[src/plc_mac_pkg.sv]
package plc_mac_pkg;

	// ***************************************
	// Clock and modem timing
	// ***************************************
	localparam int unsigned CLK_HZ       = 10_000_000;
	localparam int unsigned CARRIER_HZ   = 132_500;
	localparam int unsigned BAUD_600     = 600;
	localparam int unsigned BAUD_1200    = 1200;
	localparam int unsigned BAUD_2400    = 2400;
	localparam int unsigned BAUD_4800    = 4800;
	localparam int unsigned BAUD_DIV_600  = (CLK_HZ + BAUD_600 / 2) / BAUD_600;
	localparam int unsigned BAUD_DIV_1200 = (CLK_HZ + BAUD_1200 / 2) / BAUD_1200;
	localparam int unsigned BAUD_DIV_2400 = (CLK_HZ + BAUD_2400 / 2) / BAUD_2400;
	localparam int unsigned BAUD_DIV_4800 = (CLK_HZ + BAUD_4800 / 2) / BAUD_4800;
	localparam logic [3:0]  POST_BITS    = 4'h8;

	// ***************************************
	// Register map
	// ***************************************
	localparam logic [7:0] REG_CTRL   = 8'h00;
	localparam logic [7:0] REG_DATA   = 8'h04;
	localparam logic [7:0] REG_FLAG_A = 8'h08;
	localparam logic [7:0] REG_FLAG_B = 8'h0C;
	localparam logic [7:0] REG_MODEM  = 8'h10;
	localparam logic [7:0] REG_MARK   = 8'h14;
	localparam logic [7:0] REG_SPACE  = 8'h18;
	localparam logic [7:0] REG_FCS    = 8'h1C;

	// ***************************************
	// Field positions and reset values
	// ***************************************
	localparam int CTRL_STOP  = 0;
	localparam int CTRL_DIR   = 1;
	localparam int CTRL_WHD   = 2;
	localparam int CTRL_BYP   = 3;
	localparam int CTRL_FCS   = 4;
	localparam int CTRL_FEC   = 5;
	localparam int CTRL_TX_IRQ_ENABLE  = 6;
	localparam int CTRL_PASS_FEC_TO_HOST = 7;
	localparam int DATA_LAST  = 8;
	localparam int MODEM_DEVTX = 2;
	localparam logic [7:0]  CTRL_RST    = 8'h00;
	localparam logic [3:0]  MODEM_RST   = 4'h2;
	localparam logic [2:0]  HDR_CNT_RST = 3'h4;
	localparam logic [15:0] HDR_DEFAULT [4] = '{16'h9B58, 16'hE958, 16'h24E7, 16'hA5D8};
	localparam logic [15:0] CRC_POLY = 16'h1021;
	localparam logic [15:0] CRC_INIT = 16'hFFFF;
	localparam logic [7:0]  FEC_MASK [6] = '{8'h5B, 8'h6D, 8'h8E, 8'hF0, 8'hB3, 8'hCC};

	typedef enum logic [1:0] {TX_IDLE, TX_RUN, TX_POST, TX_END} tx_state_t;
	typedef enum logic {RX_HUNT, RX_BYTE} rx_state_t;

	// ***************************************
	// Coding functions
	// ***************************************
	function automatic logic [5:0] fec_of(input logic [7:0] b);
		logic [5:0] f;
		f = 6'h00;
		for (int i = 0; i < 6; i++) begin
			f[i] = ^(b & FEC_MASK[i]);
		end
		return f;
	endfunction

	function automatic logic [15:0] crc_byte(input logic [15:0] c, input logic [7:0] b);
		logic [15:0] r;
		r = c;
		for (int i = 7; i >= 0; i--) begin
			r = (r[15] ^ b[i]) ? ((r << 1) ^ CRC_POLY) : (r << 1);
		end
		return r;
	endfunction

endpackage

[src/fsk_link_if.sv]
`timescale 1ns/10ps
interface fsk_link_if;
	logic [1:0]  baud_sel;
	logic        tx_deviation_select;
	logic        baud_tick;
	logic [17:0] mark_hz;
	logic [17:0] space_hz;

	modport mac (output baud_sel, output tx_deviation_select, input baud_tick, input mark_hz, input space_hz);
	modport gen (input baud_sel, input tx_deviation_select, output baud_tick, output mark_hz, output space_hz);
endinterface

[src/fsk_tone_gen.sv]
`timescale 1ns/10ps
module fsk_tone_gen #(
	parameter int unsigned DIV_600 = plc_mac_pkg::BAUD_DIV_600
) (
	// Clock and reset
	input  wire logic ref_clk_i,
	input  wire logic reset_n_i,
	// Link to the MAC
	fsk_link_if.gen   lnk
);

	logic [14:0] div;
	logic [14:0] cnt_q;
	logic        tick_q;
	logic [12:0] baud_hz;
	logic [12:0] ofs;

	// ***************************************
	// Symbol rate divider
	// ***************************************
	always_comb begin
		case (lnk.baud_sel)
			2'h0: begin div = 15'(DIV_600); baud_hz = 13'(plc_mac_pkg::BAUD_600); end
			2'h1: begin div = 15'(plc_mac_pkg::BAUD_DIV_1200); baud_hz = 13'(plc_mac_pkg::BAUD_1200); end
			2'h2: begin div = 15'(plc_mac_pkg::BAUD_DIV_2400); baud_hz = 13'(plc_mac_pkg::BAUD_2400); end
			default: begin div = 15'(plc_mac_pkg::BAUD_DIV_4800); baud_hz = 13'(plc_mac_pkg::BAUD_4800); end
		endcase
	end

	always_ff @(posedge ref_clk_i or negedge reset_n_i) begin
		if (!reset_n_i) begin
			cnt_q  <= 15'h0000;
			tick_q <= 1'b0;
		end else if (cnt_q >= div - 15'h0001) begin
			cnt_q  <= 15'h0000;
			tick_q <= 1'b1;
		end else begin
			cnt_q  <= cnt_q + 15'h0001;
			tick_q <= 1'b0;
		end
	end

	// Offset is half the rate at deviation 1, a quarter at 0.5
	assign ofs           = lnk.tx_deviation_select ? (baud_hz >> 2) : (baud_hz >> 1);
	assign lnk.mark_hz   = 18'(plc_mac_pkg::CARRIER_HZ) - {5'h00, ofs};
	assign lnk.space_hz  = 18'(plc_mac_pkg::CARRIER_HZ) + {5'h00, ofs};
	assign lnk.baud_tick = tick_q;

	// ***************************************
	// Checks
	// ***************************************
	property p_tick_single;
		@(posedge ref_clk_i) disable iff (!reset_n_i) tick_q |=> !tick_q;
	endproperty
	a_tick_single: assert property (p_tick_single) else $error("baud tick longer than one cycle");

	property p_dev1_tones;
		@(posedge ref_clk_i) disable iff (!reset_n_i)
		(!lnk.tx_deviation_select && lnk.baud_sel == 2'h0) |-> (lnk.mark_hz == 18'd132200 && lnk.space_hz == 18'd132800);
	endproperty
	a_dev1_tones: assert property (p_dev1_tones) else $error("wrong tones at 600 baud");

endmodule // fsk_tone_gen

[src/plc_mac_fsk_ctrl.sv]
// Register access over APB and the placing of the registers are this design's own decisions.
`timescale 1ns/10ps
// Operation
// - A stop cycle resets MAC state and aborts any transfer in progress.
// - Four headers are matched by default, else only those programmed.
// - Headers live in an eight-byte stack selected by a two-bit index.
// - Header-write mode sends nothing to the modem; MAC holds modem direction low.
// - Header-write mode suppresses the byte-request and end interrupts regardless of enable.
// - Reset loads headers 9B58, E958, 24E7 and A5D8.
// - With check sequence on, check bytes follow the last payload byte.
// - Coding mode changes apply to the bytes that follow.
// - Byte-request and end need the enable; check-value needs check sequence mode.
// - Request when a byte fits; check value handed over; end after postamble.
// - On header match the index, then the next byte, then the interrupt follow.
// - Every received byte interrupts; FEC fields too when passing is on.
// - Coding errors set flags only; reception continues until a stop.
// - Bypass routes modem pins to the host; full mode keeps them at the MAC.
// - Rates of 600, 1200, 2400 and 4800 baud on a 132.5 kHz carrier.
// - One below the carrier, zero above, offset half or quarter of the rate.
module plc_mac_fsk_ctrl #(
	parameter int unsigned BAUD_DIV_600 = plc_mac_pkg::BAUD_DIV_600
) (
	// Clock and reset
	input  wire logic        ref_clk_i,
	input  wire logic        reset_n_i,
	// APB slave
	input  wire logic        psel_i,
	input  wire logic        penable_i,
	input  wire logic        pwrite_i,
	input  wire logic [7:0]  paddr_i,
	input  wire logic [31:0] pwdata_i,
	output logic      [31:0] prdata_o,
	output logic             pready_o,
	output logic             pslverr_o,
	// Modem
	input  wire logic        modem_rx_i,
	input  wire logic        carrier_detect_i,
	output logic             modem_tx_o,
	output logic             modem_dir_o,
	output logic      [17:0] tx_freq_hz_o,
	// Host port pins
	input  wire logic        host_tx_i,
	input  wire logic        host_dir_i,
	output logic             shared_rx_port_pin_o,
	output logic             carrier_detect_o,
	output logic             host_irq_line_o
);

	fsk_link_if lnk ();
	fsk_tone_gen #(.DIV_600(BAUD_DIV_600)) u_gen (
		.ref_clk_i (ref_clk_i),
		.reset_n_i (reset_n_i),
		.lnk       (lnk.gen)
	);

	logic [3:0]  pin_m_q;
	logic [3:0]  pin_s_q;
	logic        pready_q, acc, wr, rd, dwr, drd, stop_q, mapped;
	logic [31:0] rdata;
	logic [7:0]  ctrl_q;
	logic [3:0]  modem_q;
	logic        dir, header_write_mode, byp, fcs_en, fec_en, tx_irq_enable, pass_fec, tx_en, rx_en, tick, rx_bit;
	logic [7:0]  hdr_q [8];
	logic [2:0]  wptr_q, hdr_cnt_q;
	logic [3:0]  hit;
	logic [1:0]  hit_idx;
	plc_mac_pkg::tx_state_t txst_q;
	plc_mac_pkg::rx_state_t rxst_q;
	logic [7:0]  hold_q;
	logic        hold_v_q, hold_last_q, tail_q, chk_q, end_q, tx_req, tx_bit;
	logic [13:0] shift_q, rsh_q;
	logic [3:0]  bits_q, post_q, rbits_q;
	logic [1:0]  pend_q, idx_q;
	logic [15:0] crc_q, fcs_val_q, win_q, rcrc_q;
	logic [7:0]  data_q;
	logic        rx_flag_q, fec_pend_q, fec_err_q, fcs_err, irq_d;
	logic [5:0]  fec_q;
	logic [13:0] rfull;

	// ***************************************
	// Pin synchronisers
	// ***************************************
	always_ff @(posedge ref_clk_i or negedge reset_n_i) begin
		if (!reset_n_i) begin
			pin_m_q <= 4'h0;
			pin_s_q <= 4'h0;
		end else begin
			pin_m_q <= {host_dir_i, host_tx_i, carrier_detect_i, modem_rx_i};
			pin_s_q <= pin_m_q;
		end
	end

	// ***************************************
	// APB slave, one wait state
	// ***************************************
	assign acc    = psel_i & penable_i & pready_q;
	assign wr     = acc & pwrite_i;
	assign rd     = acc & ~pwrite_i;
	assign dwr    = wr && paddr_i == plc_mac_pkg::REG_DATA;
	assign drd    = rd && paddr_i == plc_mac_pkg::REG_DATA;
	assign mapped = paddr_i[1:0] == 2'h0 && paddr_i[7:5] == 3'h0;

	always_comb begin
		rdata = 32'h0000_0000;
		if (paddr_i == plc_mac_pkg::REG_CTRL) begin
			rdata = {24'h00_0000, ctrl_q};
		end else if (paddr_i == plc_mac_pkg::REG_DATA) begin
			rdata = {24'h00_0000, data_q};
		end else if (paddr_i == plc_mac_pkg::REG_FLAG_A) begin
			rdata = {30'h0000_0000, tx_req, dir ? chk_q : rx_flag_q};
		end else if (paddr_i == plc_mac_pkg::REG_FLAG_B) begin
			rdata = {23'h00_0000, pin_s_q[1], hdr_cnt_q, fcs_err, fec_err_q, end_q, idx_q};
		end else if (paddr_i == plc_mac_pkg::REG_MODEM) begin
			rdata = {28'h000_0000, modem_q};
		end else if (paddr_i == plc_mac_pkg::REG_MARK) begin
			rdata = {14'h0000, lnk.mark_hz};
		end else if (paddr_i == plc_mac_pkg::REG_SPACE) begin
			rdata = {14'h0000, lnk.space_hz};
		end else if (paddr_i == plc_mac_pkg::REG_FCS) begin
			rdata = {16'h0000, fcs_val_q};
		end
	end

	always_ff @(posedge ref_clk_i or negedge reset_n_i) begin
		if (!reset_n_i) begin
			pready_q  <= 1'b0;
			prdata_o  <= 32'h0000_0000;
			pslverr_o <= 1'b0;
		end else begin
			pready_q  <= psel_i & penable_i & ~pready_q;
			prdata_o  <= rdata;
			pslverr_o <= psel_i & penable_i & ~pready_q & ~mapped;
		end
	end
	assign pready_o = pready_q;

	always_ff @(posedge ref_clk_i or negedge reset_n_i) begin
		if (!reset_n_i) begin
			ctrl_q  <= plc_mac_pkg::CTRL_RST;
			modem_q <= plc_mac_pkg::MODEM_RST;
			stop_q  <= 1'b0;
		end else begin
			stop_q <= wr && paddr_i == plc_mac_pkg::REG_CTRL && pwdata_i[plc_mac_pkg::CTRL_STOP];
			if (wr && paddr_i == plc_mac_pkg::REG_CTRL) begin
				ctrl_q <= {pwdata_i[7:1], 1'b0};
			end
			if (wr && paddr_i == plc_mac_pkg::REG_MODEM) begin
				modem_q <= pwdata_i[3:0];
			end
		end
	end

	assign dir      = ctrl_q[plc_mac_pkg::CTRL_DIR];
	assign header_write_mode      = ctrl_q[plc_mac_pkg::CTRL_WHD];
	assign byp      = ctrl_q[plc_mac_pkg::CTRL_BYP];
	assign fcs_en   = ctrl_q[plc_mac_pkg::CTRL_FCS];
	assign fec_en   = ctrl_q[plc_mac_pkg::CTRL_FEC];
	assign tx_irq_enable     = ctrl_q[plc_mac_pkg::CTRL_TX_IRQ_ENABLE];
	assign pass_fec = ctrl_q[plc_mac_pkg::CTRL_PASS_FEC_TO_HOST];
	assign tx_en    = dir & ~header_write_mode & ~byp;
	assign rx_en    = ~dir & ~header_write_mode & ~byp;
	assign tick     = lnk.baud_tick;
	assign rx_bit   = pin_s_q[0];
	assign lnk.baud_sel = modem_q[1:0];
	assign lnk.tx_deviation_select   = modem_q[plc_mac_pkg::MODEM_DEVTX];

	// ***************************************
	// Header stack, kept across stop cycles
	// ***************************************
	always_ff @(posedge ref_clk_i or negedge reset_n_i) begin
		if (!reset_n_i) begin
			for (int i = 0; i < 4; i++) begin
				hdr_q[2*i]   <= plc_mac_pkg::HDR_DEFAULT[i][15:8];
				hdr_q[2*i+1] <= plc_mac_pkg::HDR_DEFAULT[i][7:0];
			end
			hdr_cnt_q <= plc_mac_pkg::HDR_CNT_RST;
			wptr_q    <= 3'h0;
		end else if (stop_q) begin
			wptr_q <= 3'h0;
		end else if (dwr && header_write_mode) begin
			hdr_q[wptr_q] <= pwdata_i[7:0];
			wptr_q        <= wptr_q + 3'h1;
			if (wptr_q[0]) begin
				hdr_cnt_q <= {1'b0, wptr_q[2:1]} + 3'h1;
			end
		end
	end

	generate
		for (genvar g = 0; g < 4; g++) begin : g_match
			assign hit[g] = (3'(g) < hdr_cnt_q) && win_q == {hdr_q[2*g], hdr_q[2*g+1]};
		end
	endgenerate
	assign hit_idx = hit[0] ? 2'h0 : hit[1] ? 2'h1 : hit[2] ? 2'h2 : 2'h3;

	// ***************************************
	// Transmit engine
	// ***************************************
	// Only a free hold register with no tail pending may ask for a byte
	assign tx_req = txst_q == plc_mac_pkg::TX_RUN && !hold_v_q && !hold_last_q
		&& !tail_q && pend_q == 2'h0;
	assign tx_bit = (txst_q == plc_mac_pkg::TX_RUN && bits_q != 4'h0) ? shift_q[13] : 1'b1;

	always_ff @(posedge ref_clk_i or negedge reset_n_i) begin
		if (!reset_n_i) begin
			txst_q <= plc_mac_pkg::TX_IDLE;
			{hold_q, hold_v_q, hold_last_q, tail_q, chk_q, end_q} <= 13'h0000;
			{shift_q, bits_q, post_q, pend_q} <= 24'h00_0000;
			crc_q     <= plc_mac_pkg::CRC_INIT;
			fcs_val_q <= 16'h0000;
		end else if (stop_q) begin
			txst_q <= plc_mac_pkg::TX_IDLE;
			{hold_q, hold_v_q, hold_last_q, tail_q, chk_q, end_q} <= 13'h0000;
			{shift_q, bits_q, post_q, pend_q} <= 24'h00_0000;
			crc_q     <= plc_mac_pkg::CRC_INIT;
			fcs_val_q <= 16'h0000;
		end else begin
			if (rd && paddr_i == plc_mac_pkg::REG_FCS) begin
				chk_q <= 1'b0;
			end
			if (txst_q == plc_mac_pkg::TX_RUN && tick) begin
				if (bits_q > 4'h1) begin
					shift_q <= {shift_q[12:0], 1'b0};
					bits_q  <= bits_q - 4'h1;
				end else if (pend_q == 2'h2) begin
					shift_q <= {fcs_val_q[15:8], fec_en ? plc_mac_pkg::fec_of(fcs_val_q[15:8]) : 6'h00};
					bits_q  <= fec_en ? 4'hE : 4'h8;
					pend_q  <= 2'h1;
				end else if (pend_q == 2'h1) begin
					shift_q <= {fcs_val_q[7:0], fec_en ? plc_mac_pkg::fec_of(fcs_val_q[7:0]) : 6'h00};
					bits_q  <= fec_en ? 4'hE : 4'h8;
					pend_q  <= 2'h0;
					tail_q  <= 1'b1;
				end else if (tail_q) begin
					bits_q <= 4'h0;
					post_q <= 4'h0;
					txst_q <= plc_mac_pkg::TX_POST;
				end else if (hold_v_q) begin
					// Coding is sampled per byte, so a mode change takes the next byte
					shift_q  <= {hold_q, fec_en ? plc_mac_pkg::fec_of(hold_q) : 6'h00};
					bits_q   <= fec_en ? 4'hE : 4'h8;
					hold_v_q <= 1'b0;
					crc_q    <= plc_mac_pkg::crc_byte(crc_q, hold_q);
					if (hold_last_q && fcs_en) begin
						fcs_val_q <= plc_mac_pkg::crc_byte(crc_q, hold_q);
						chk_q     <= 1'b1;
						pend_q    <= 2'h2;
					end else if (hold_last_q) begin
						tail_q <= 1'b1;
					end
				end else begin
					bits_q <= 4'h0;
				end
			end
			if (txst_q == plc_mac_pkg::TX_POST && tick) begin
				post_q <= post_q + 4'h1;
				if (post_q == plc_mac_pkg::POST_BITS - 4'h1) begin
					txst_q <= plc_mac_pkg::TX_END;
					end_q  <= 1'b1;
				end
			end
			if (dwr && tx_en && !hold_last_q && txst_q != plc_mac_pkg::TX_END) begin
				hold_q      <= pwdata_i[7:0];
				hold_v_q    <= 1'b1;
				hold_last_q <= pwdata_i[plc_mac_pkg::DATA_LAST];
				if (txst_q == plc_mac_pkg::TX_IDLE) begin
					txst_q <= plc_mac_pkg::TX_RUN;
				end
			end
		end
	end

	// ***************************************
	// Receive engine
	// ***************************************
	// Bits are taken on the divider tick with no phase recovery
	assign rfull   = {rsh_q[12:0], rx_bit};
	assign fcs_err = fcs_en && rcrc_q != 16'h0000;

	always_ff @(posedge ref_clk_i or negedge reset_n_i) begin
		if (!reset_n_i) begin
			rxst_q <= plc_mac_pkg::RX_HUNT;
			{win_q, rsh_q, rbits_q, idx_q, data_q, fec_q} <= 50'h0;
			{rx_flag_q, fec_pend_q, fec_err_q} <= 3'h0;
			rcrc_q <= plc_mac_pkg::CRC_INIT;
		end else if (stop_q) begin
			rxst_q <= plc_mac_pkg::RX_HUNT;
			{win_q, rsh_q, rbits_q, idx_q, data_q, fec_q} <= 50'h0;
			{rx_flag_q, fec_pend_q, fec_err_q} <= 3'h0;
			rcrc_q <= plc_mac_pkg::CRC_INIT;
		end else begin
			if (drd && fec_pend_q) begin
				data_q     <= {2'h0, fec_q};
				fec_pend_q <= 1'b0;
			end else if (drd) begin
				rx_flag_q <= 1'b0;
			end
			if (rx_en && rxst_q == plc_mac_pkg::RX_HUNT) begin
				if (hit != 4'h0) begin
					rxst_q  <= plc_mac_pkg::RX_BYTE;
					idx_q   <= hit_idx;
					rbits_q <= fec_en ? 4'hE : 4'h8;
				end else if (tick) begin
					win_q <= {win_q[14:0], rx_bit};
				end
			end
			if (rx_en && rxst_q == plc_mac_pkg::RX_BYTE && tick) begin
				rsh_q   <= rfull;
				rbits_q <= rbits_q - 4'h1;
				if (rbits_q == 4'h1) begin
					// Set wins over a read clearing the same flag
					rx_flag_q <= 1'b1;
					rbits_q   <= fec_en ? 4'hE : 4'h8;
					data_q    <= fec_en ? rfull[13:6] : rfull[7:0];
					rcrc_q    <= plc_mac_pkg::crc_byte(rcrc_q, fec_en ? rfull[13:6] : rfull[7:0]);
					if (fec_en && plc_mac_pkg::fec_of(rfull[13:6]) != rfull[5:0]) begin
						fec_err_q <= 1'b1;
					end
					fec_q      <= rfull[5:0];
					fec_pend_q <= fec_en & pass_fec;
				end
			end
		end
	end

	// ***************************************
	// Pin steering and interrupt
	// ***************************************
	always_comb begin
		irq_d = 1'b0;
		if (!byp && dir) begin
			irq_d = (tx_irq_enable && !header_write_mode && (tx_req || end_q)) || (fcs_en && chk_q);
		end else if (!byp) begin
			irq_d = rx_flag_q;
		end
	end

	always_ff @(posedge ref_clk_i or negedge reset_n_i) begin
		if (!reset_n_i) begin
			{modem_tx_o, modem_dir_o, shared_rx_port_pin_o} <= 3'h1 << 2;
			{carrier_detect_o, host_irq_line_o} <= 2'h0;
			tx_freq_hz_o <= 18'h00000;
		end else begin
			modem_tx_o  <= byp ? pin_s_q[2] : (tx_en ? tx_bit : 1'b1);
			modem_dir_o <= byp ? pin_s_q[3] : tx_en;
			shared_rx_port_pin_o <= byp ? rx_bit : rx_flag_q;
			carrier_detect_o     <= byp & pin_s_q[1];
			host_irq_line_o      <= irq_d;
			tx_freq_hz_o <= (tx_en && txst_q == plc_mac_pkg::TX_RUN)
				? (tx_bit ? lnk.mark_hz : lnk.space_hz) : 18'h00000;
		end
	end

	// ***************************************
	// Checks
	// ***************************************
	property p_stop_clears;
		@(posedge ref_clk_i) disable iff (!reset_n_i)
		stop_q |=> (txst_q == plc_mac_pkg::TX_IDLE && !rx_flag_q && !end_q && wptr_q == 3'h0);
	endproperty
	a_stop_clears: assert property (p_stop_clears) else $error("stop left state");

	property p_hdr_reset;
		@(posedge ref_clk_i) disable iff (!reset_n_i)
		$rose(reset_n_i) |-> (hdr_cnt_q == 3'h4 && {hdr_q[0], hdr_q[1]} == 16'h9B58
			&& {hdr_q[6], hdr_q[7]} == 16'hA5D8);
	endproperty
	a_hdr_reset: assert property (p_hdr_reset) else $error("header defaults wrong");

	property p_hdr_count;
		@(posedge ref_clk_i) disable iff (!reset_n_i)
		(dwr && header_write_mode && !stop_q && wptr_q == 3'h1) |=> hdr_cnt_q == 3'h1;
	endproperty
	a_hdr_count: assert property (p_hdr_count) else $error("header count not updated");

	property p_whd_quiet;
		@(posedge ref_clk_i) disable iff (!reset_n_i)
		(header_write_mode && !byp) [*2] |-> (modem_tx_o && !modem_dir_o);
	endproperty
	a_whd_quiet: assert property (p_whd_quiet) else $error("modem driven in header mode");

	property p_whd_no_irq;
		@(posedge ref_clk_i) disable iff (!reset_n_i)
		(header_write_mode && dir && !byp && !chk_q) |=> !host_irq_line_o;
	endproperty
	a_whd_no_irq: assert property (p_whd_no_irq) else $error("tx interrupt in header mode");

	property p_fcs_follows;
		@(posedge ref_clk_i) disable iff (!reset_n_i)
		(txst_q == plc_mac_pkg::TX_RUN && tick && bits_q <= 4'h1 && pend_q == 2'h0 && !tail_q
			&& hold_v_q && hold_last_q && fcs_en && !stop_q) |=> (pend_q == 2'h2 && chk_q);
	endproperty
	a_fcs_follows: assert property (p_fcs_follows) else $error("check bytes not queued");

	property p_req_irq;
		@(posedge ref_clk_i) disable iff (!reset_n_i)
		(tx_en && tx_irq_enable && tx_req) |=> host_irq_line_o;
	endproperty
	a_req_irq: assert property (p_req_irq) else $error("byte request not signalled");

	property p_rx_irq;
		@(posedge ref_clk_i) disable iff (!reset_n_i)
		(rx_en && $rose(rx_flag_q)) |-> ##[0:1] host_irq_line_o;
	endproperty
	a_rx_irq: assert property (p_rx_irq) else $error("received byte not signalled");

	property p_match_idx;
		@(posedge ref_clk_i) disable iff (!reset_n_i)
		(rx_en && rxst_q == plc_mac_pkg::RX_HUNT && hit != 4'h0 && !stop_q)
			|=> (idx_q == $past(hit_idx) && rxst_q == plc_mac_pkg::RX_BYTE);
	endproperty
	a_match_idx: assert property (p_match_idx) else $error("header index not set");

	property p_bypass_pin;
		@(posedge ref_clk_i) disable iff (!reset_n_i)
		byp |=> shared_rx_port_pin_o == $past(rx_bit);
	endproperty
	a_bypass_pin: assert property (p_bypass_pin) else $error("bypass pin not routed");

	c_hdr_hit: cover property (@(posedge ref_clk_i) disable iff (!reset_n_i)
		rx_en && hit != 4'h0);
	c_tx_end: cover property (@(posedge ref_clk_i) disable iff (!reset_n_i) $rose(end_q));
	c_chk: cover property (@(posedge ref_clk_i) disable iff (!reset_n_i) $rose(chk_q));
	c_whd_wr: cover property (@(posedge ref_clk_i) disable iff (!reset_n_i) dwr && header_write_mode);

endmodule // plc_mac_fsk_ctrl

[config.mk]
export PLATFORM = sky130hd
export DESIGN_NAME = plc_mac_fsk_ctrl
export DESIGN_NICKNAME = d
export VERILOG_FILES = /design/src/plc_mac_pkg.sv /design/src/fsk_link_if.sv /design/src/fsk_tone_gen.sv /design/src/plc_mac_fsk_ctrl.sv
export SDC_FILE = /design/constraint.sdc
export NUM_CORES = 1
export LEC_CHECK = 0
export ABC_AREA = 1
export BUFFER_PORTS_ARGS = -buffer_cell sky130_fd_sc_hd__buf_4
export CAP_MARGIN = 5
export CORE_AREA = 3 3 178 180
export CTS_CLUSTER_DIAMETER = 60
export DETAILED_ROUTE_END_ITERATION = 7
export DIE_AREA = 0 0 181 183
export GPL_TIMING_DRIVEN = 0
export MAX_ROUTING_LAYER = met4
export PLACE_DENSITY = 0.77
export REMOVE_ABC_BUFFERS = 1
export SLEW_MARGIN = 20
export SYNTH_ARGS = -nofsm -noshare
export SYNTH_HDL_FRONTEND = slang
export SYNTH_SLANG_ARGS = --single-unit
[constraint.sdc]
create_clock -name ref_clk_i -period 2.5 [get_ports ref_clk_i]
set_clock_uncertainty 0.2 [all_clocks]
set_input_delay 0 -clock ref_clk_i [delete_from_list [all_inputs] [get_ports ref_clk_i]]
set_output_delay 0 -clock ref_clk_i [all_outputs]
set_load 0.05 [all_outputs]
# After elaboration in Yosys (flattened, before gate mapping)
# Cells that the tools add are included.
[word_totals] reg_bits=303 latch_bits=0 ramBits=0 rom_bits=0 in_bits=49 wordCells=444 mem_count=0
[op_classes] n_addsub=9 mul=0 div_mod_pow=0 order_cmp=8 eq_ne=35 n_shift=0 n_mux=178 n_bitwise=53 reduce_logical=111
[ops] op="16-bit two-way mux" count=23
[ops] op="13-bit two-way mux" count=18
[ops] op="8-bit parity" count=24
[ops] op="18-bit two-way mux" count=9
[ops] op="14-bit two-way mux" count=7
[ops] op="4-bit two-way mux" count=19
[ops] op="64-bit bitwise mux" count=1
[ops] op="16-bit equality test" count=4
[ops] op="8-bit two-way mux" count=8
[ops] op="1-bit two-way mux" count=56
[ops] op="3-bit NOT" count=16
[ops] op="2-bit two-way mux" count=23
[ops] op="15-bit one-hot mux with 3 select lines" count=1
[ops] op="13-bit one-hot mux with 3 select lines" count=1
[ops] op="6-bit two-way mux" count=6
[ops] op="1-bit logical AND" count=35
[ops] op="8-bit by 5-bit equality test with 1-bit output, second input constant" count=4
[ops] op="2-bit nonzero test" count=13
[ops] op="8-bit demux with 3-bit select" count=1
[ops] op="3-bit by 2-bit != test with 1-bit output, second input constant" count=7
[ops] op="18-bit by 13-bit adder with 18-bit output, first input constant" count=1
[ops] op="18-bit by 13-bit subtractor with 18-bit output, first input constant" count=1
[ops] op="8-bit by 4-bit equality test with 1-bit output, second input constant" count=2
[ops] op="16-bit nonzero test" count=1
[ops] op="41 further kinds" count=113

# Depth between registers and ports, before layout
[logic_depth] word_depth=24 mapped_depth=16 ltp_nobuf=16

# Cells and area by module
# From an unflattened synthesis, not the netlist that was laid out.
[unflattened] hier_cells=2092 hier_area_um2=16709.8
[modules_own_cells] mod="plc_mac_fsk_ctrl" instances=1 cells_each=1818 area_per_inst_um2=14755.4 seq_area_each_um2=6915.4
[modules_own_cells] mod="fsk_tone_gen" instances=1 cells_each=274 area_per_inst_um2=1954.4 seq_area_each_um2=400.4

# Worst setup path after synthesis
# No wires, ideal clock.
[synth_timing] path_kind="reg-to-reg" from="reg modem_q[1]" to="reg prdata_o[8]" setup_ps=116 t_arrival_ps=2429 t_required_ps=2184 path_slack_ps=-245 stages_incl_launch_ff=17 path_cell_list="dfstp_2 -> inv_1 -> ha_1 -> nand2_1 -> inv_1 -> a21oi_2 -> inv_1 -> ha_1 -> nand2_1 -> nand2_1 -> nand2_1 -> o21ai_0 -> or2_2 -> nand3_1 -> nand2_1 -> nand2_1 -> nand2_1"
[synth_between] elab_chain_len=11 elab_cells_between_ends=14
[synth_lines] element="start, declared" line_no="plc_mac_fsk_ctrl.sv:61" source="logic [3:0] modem_q;"
[synth_lines] element="start signal, assigned" line_no="plc_mac_fsk_ctrl.sv:140" source="modem_q <= plc_mac_pkg::MODEM_RST;"
[synth_lines] element="start signal, assigned" line_no="plc_mac_fsk_ctrl.sv:148" source="modem_q <= pwdata_i[3:0];"
[synth_lines] element="2-bit equality test, or another cell as far along" line_no="fsk_tone_gen.sv:22" source="case (lnk.baud_sel)"
[synth_lines] element="13-bit one-hot mux with 3 select lines (*)" line_no="fsk_tone_gen.sv:22"
[synth_lines] element="12-bit two-way mux (*)" line_no="fsk_tone_gen.sv:44" source="assign ofs = lnk.tx_deviation_select ? (baud_hz >> 2) : (baud_hz >> 1);"
[synth_lines] element="18-bit by 13-bit adder with 18-bit output" line_no="fsk_tone_gen.sv:46" source="assign lnk.space_hz = 18'(plc_mac_pkg::CARRIER_HZ) + {5'h00, ofs};"
[synth_lines] element="18-bit two-way mux" line_no="plc_mac_fsk_ctrl.sv:117" source="end else if (paddr_i == plc_mac_pkg::REG_SPACE) begin"
[synth_lines] element="18-bit two-way mux (*)" line_no="plc_mac_fsk_ctrl.sv:115" source="end else if (paddr_i == plc_mac_pkg::REG_MARK) begin"
[synth_lines] element="18-bit two-way mux (*)" line_no="plc_mac_fsk_ctrl.sv:113" source="end else if (paddr_i == plc_mac_pkg::REG_MODEM) begin"
[synth_lines] element="18-bit two-way mux (*)" line_no="plc_mac_fsk_ctrl.sv:111" source="end else if (paddr_i == plc_mac_pkg::REG_FLAG_B) begin"
[synth_lines] element="18-bit two-way mux (*)" line_no="plc_mac_fsk_ctrl.sv:109" source="end else if (paddr_i == plc_mac_pkg::REG_FLAG_A) begin"
[synth_lines] element="18-bit two-way mux (*)" line_no="plc_mac_fsk_ctrl.sv:107" source="end else if (paddr_i == plc_mac_pkg::REG_DATA) begin"
[synth_lines] element="18-bit two-way mux (*)" line_no="plc_mac_fsk_ctrl.sv:105" source="if (paddr_i == plc_mac_pkg::REG_CTRL) begin"
[synth_lines] element="net rdata[8]" line_no="plc_mac_fsk_ctrl.sv:59" source="logic [31:0] rdata;"
[synth_lines] element="end signal, assigned" line_no="plc_mac_fsk_ctrl.sv:131" source="prdata_o <= rdata;"
[synth_lines] element="end, declared" line_no="plc_mac_fsk_ctrl.sv:32" source="output logic [31:0] prdata_o,"
# The timed path passes the listed nets; every way through them passes the cells marked *.
# A chain may end at the register's enable or synchronous reset.

# Worst setup path in the final report
[layout_timing] from="reg modem_q[1]" to="reg prdata_o[5]"
# The elaborated chain is that of the path after synthesis.

==> flow_summary.toml <==
[outcome]
outcome = "finished, violations left"
failed_checks = "negative hold slack, negative setup slack"

[hold_path]
min_path_type = "primary input to register"
holdPathStages = 7

[sta]
fmax_ghz = 0.3611
setup_viol = 37
fin_ws_ns = -0.2696
hold_viol = 4
drv_slew = 0
slew_headroom = 0.4760
fin_setup_tns_ns = -4.184
hold_ws_ns = -0.02447
timing.final.crit_share = 1.108
period_minus_slack_ns = 2.770
rsz0062_at_grt = "yes"
worstMarginPinSlew_ns = 0.7852

[floorplan]
die_h_um = 183
start_util = 0.5547
io_pins = 106
fp.dieW_um = 181
fp-row-count = 64
core_um2 = 30350
die_area_um2 = 33120

[cells_and_area]
layout.nets = 2383
antenna_cells = 0
layout_commonest_cell = "nand2_1"
layout-drive-gt1-share = 0.1831
final_cell_mix = "nand2_1, inv_1, dfrtp_1"
area_delta_synth_final_pct = 18.88
final_cells = 2717
final-seq-area_um2 = 7301
multi_input_area_um2 = 8607
fillers = 2455

[synth]
synthMuxAreaShare = 0
synth-async-reset-ratio = 1.000
synth_xor_area_frac = 0.06949
yosysTopAreaCell = "dfrtp_1"
synth_seq_area_share = 0.4330
synthTopCellsByArea = "dfrtp_1, nand2_1, dfstp_2"
syn-mean-instance-area_um2 = 7.769
synth_top_area_frac = 0.3285
ys_types = 58
synthSimpleGateAreaFrac = 0.2518
synth.cell_area_um2 = 16840
synth_seq_cells = 288
synth-adder-area-share = 0.02824
synth_compound_area_frac = 0.1283
yosys_warnings = 0
postSynthCellCount = 2167
synth_top_family_by_area = "simple AND/OR/NAND/NOR gates"
synth-main-ff-cell = "dfrtp_1"
synth-edff-count = 0

[clocking]
cts.sinks = 288
cts_tree = "yes"
path_clk_slew_ns = 0.06
clockRootBuffer = "clkbuf_16"
htreeDepth = 2
cts-buffers-inserted = 34
cts_buffer_depth = 3
clock_latency_ns = 0.52

[power_and_ir_drop]
powerDensity_nw_per_um2 = 514.1
peakVddDrop_mv = 0.3258
leakage_nw = 9.856

[global_route]
overflow = 0
antenna_found_initial = 0
grt_max_degree = 105
grt_util_all_layers = 0.2958
grt_pass1_vias = 14450
grt_pass1_wl_mm = 77.11

[drt]
drc_errors = 0
drtAntennaViolNets = 0
via_per_inst = 5.543
drtIter0Drc = 1424
firstDrtPassIters = 6
routed_wl_mm = 48.54
vias = 15060
wl_per_cell_um = 17.86

[setup_path]
path_delay_family = "simple AND/OR/NAND/NOR gates"
required_ns = 2.68
crit_type = "register to register"
critPathMaxFanout = 5
worst_ep_arrival_time_ns = 2.95
cpPeakStageDelay_ns = 0.56
reg2reg_depth = 14
cp_slowest_cell = "dfstp_2"
cp.depth = 14
path_cells = "clkinvlp_4 -> ha_4 -> nand2_4 -> inv_4 -> a21oi_4 -> buf_4 -> buf_6 -> buf_6 -> nand3_1 -> nand2_2 -> xor2_1 -> nand2_1 -> nand3_2 -> nand4_1"
path_buf_inv = 5
crit_path_start_kind = "register"
critPathCaptureType = "register"
worst_path_most_repeated_cell = "buf_6"

[place]
dp_cells = 2565
portBuffers = 67
gp_congestion = 0.9775
place_ws_ns = -1.009
dp_hpwl_mm = 33.04

[job]
cap_violations = 0
## worst register-to-register path: cells and delay by family (launching register included)
kind / cells / cell delay (ns)
AND/OR/NAND/NOR: 6 / 0.66
flip-flops: 1 / 0.56
XOR/XNOR: 1 / 0.25
AO/OA/AOI/OAI: 1 / 0.20
buffers and inverters: 5 / 0.49
adder cells (fa/ha/maj): 1 / 0.25
## metrics by stage
stage	util	instance area (um2)	power, mW
2_1_floorplan	-	16380	4.924
3_3_place_gp	0.5727	17380	5.101
3_5_place_dp	0.5768	17510	5.124
4_1_cts	0.6453	19580	10.33
5_1_grt	0.6595	20010	10.60
6_report	0.6595	20010	10.29
## flip-flops by register name (all words and copies together) (netlist names), 15 cells and up
name and cells:
tx_freq_hz_o 17, crc_q 16, hdr_q 64, prdata_o 18, win_q 16, u_gen.cnt_q 15
rcrc_q 16, fcs_val_q 16
## cells by family after synthesis
group                      Yosys count
adders and majority gates           38
AOI/OAI and AO/OA                  378
and+or+nand+nor                    987
xor gates and xnor gates           128
buffers and inverters              347
DFF                                288
other                                1
## worst paths after layout
kind                             from         endpoint  slack, ns
max                        modem_q[1]      prdata_o[5]      -0.27
min                        paddr_i[2]        wptr_q[2]      -0.02
max reg2reg                modem_q[1]      prdata_o[5]      -0.27
min reg2reg                pin_m_q[2]       pin_s_q[2]       0.14
max in group asynchronous   reset_n_i        hdr_q[57]       0.37
min in group asynchronous   reset_n_i  u_gen.cnt_q[10]       0.41
## final cells by class
type,instances,share of cell area
multi-input combinational,1548,0.4300
sequential,288,0.3648
timing repair buffer,160,0.07089
inverter,264,0.05126
clock buffer,40,0.04620
tap,396,0.02476
clock inverter,21,0.01207
## timing repair
item | in CTS | in global routing
endpoints found under the setup margin | 140 | 172
hold buffers | 37 | 0
gates resized for setup | 79 | 60
gates cloned | 2 | 0
pin swaps | 32 | 21
hold endpoints to repair | 381 | 0
setup buffers | 29 | 26
## layer usage
layer | vias up | wire length [um] | global-route usage
met2 | 590 | 23460 | 0.4832
met5 | - | 0 | -
met1 | 7141 | 20230 | 0.3839
met3 | 118 | 3290 | 0.04582
li1 | 7211 | - | -
met4 | 0 | 1551 | 0.09324
## synth_stat cells (33+ instances only)
cell type  instances
o21ai_1           68
o21ai_0          123
nand2_1          583
o22ai_1           39
nand4_1           33
inv_1            256
nor2_1           190
xor2_1            68
ha_1              38
xnor2_1           55
dfstp_2           67
dfrtp_1          221
nand3_1           91
a21oi_1           78
## power breakdown
group          internal [mW]  switching [mW]
Combinational          0.114           0.280
Clock                   3.10            2.09
Sequential              4.69          0.0151
Power figures use the tool's default switching activity.
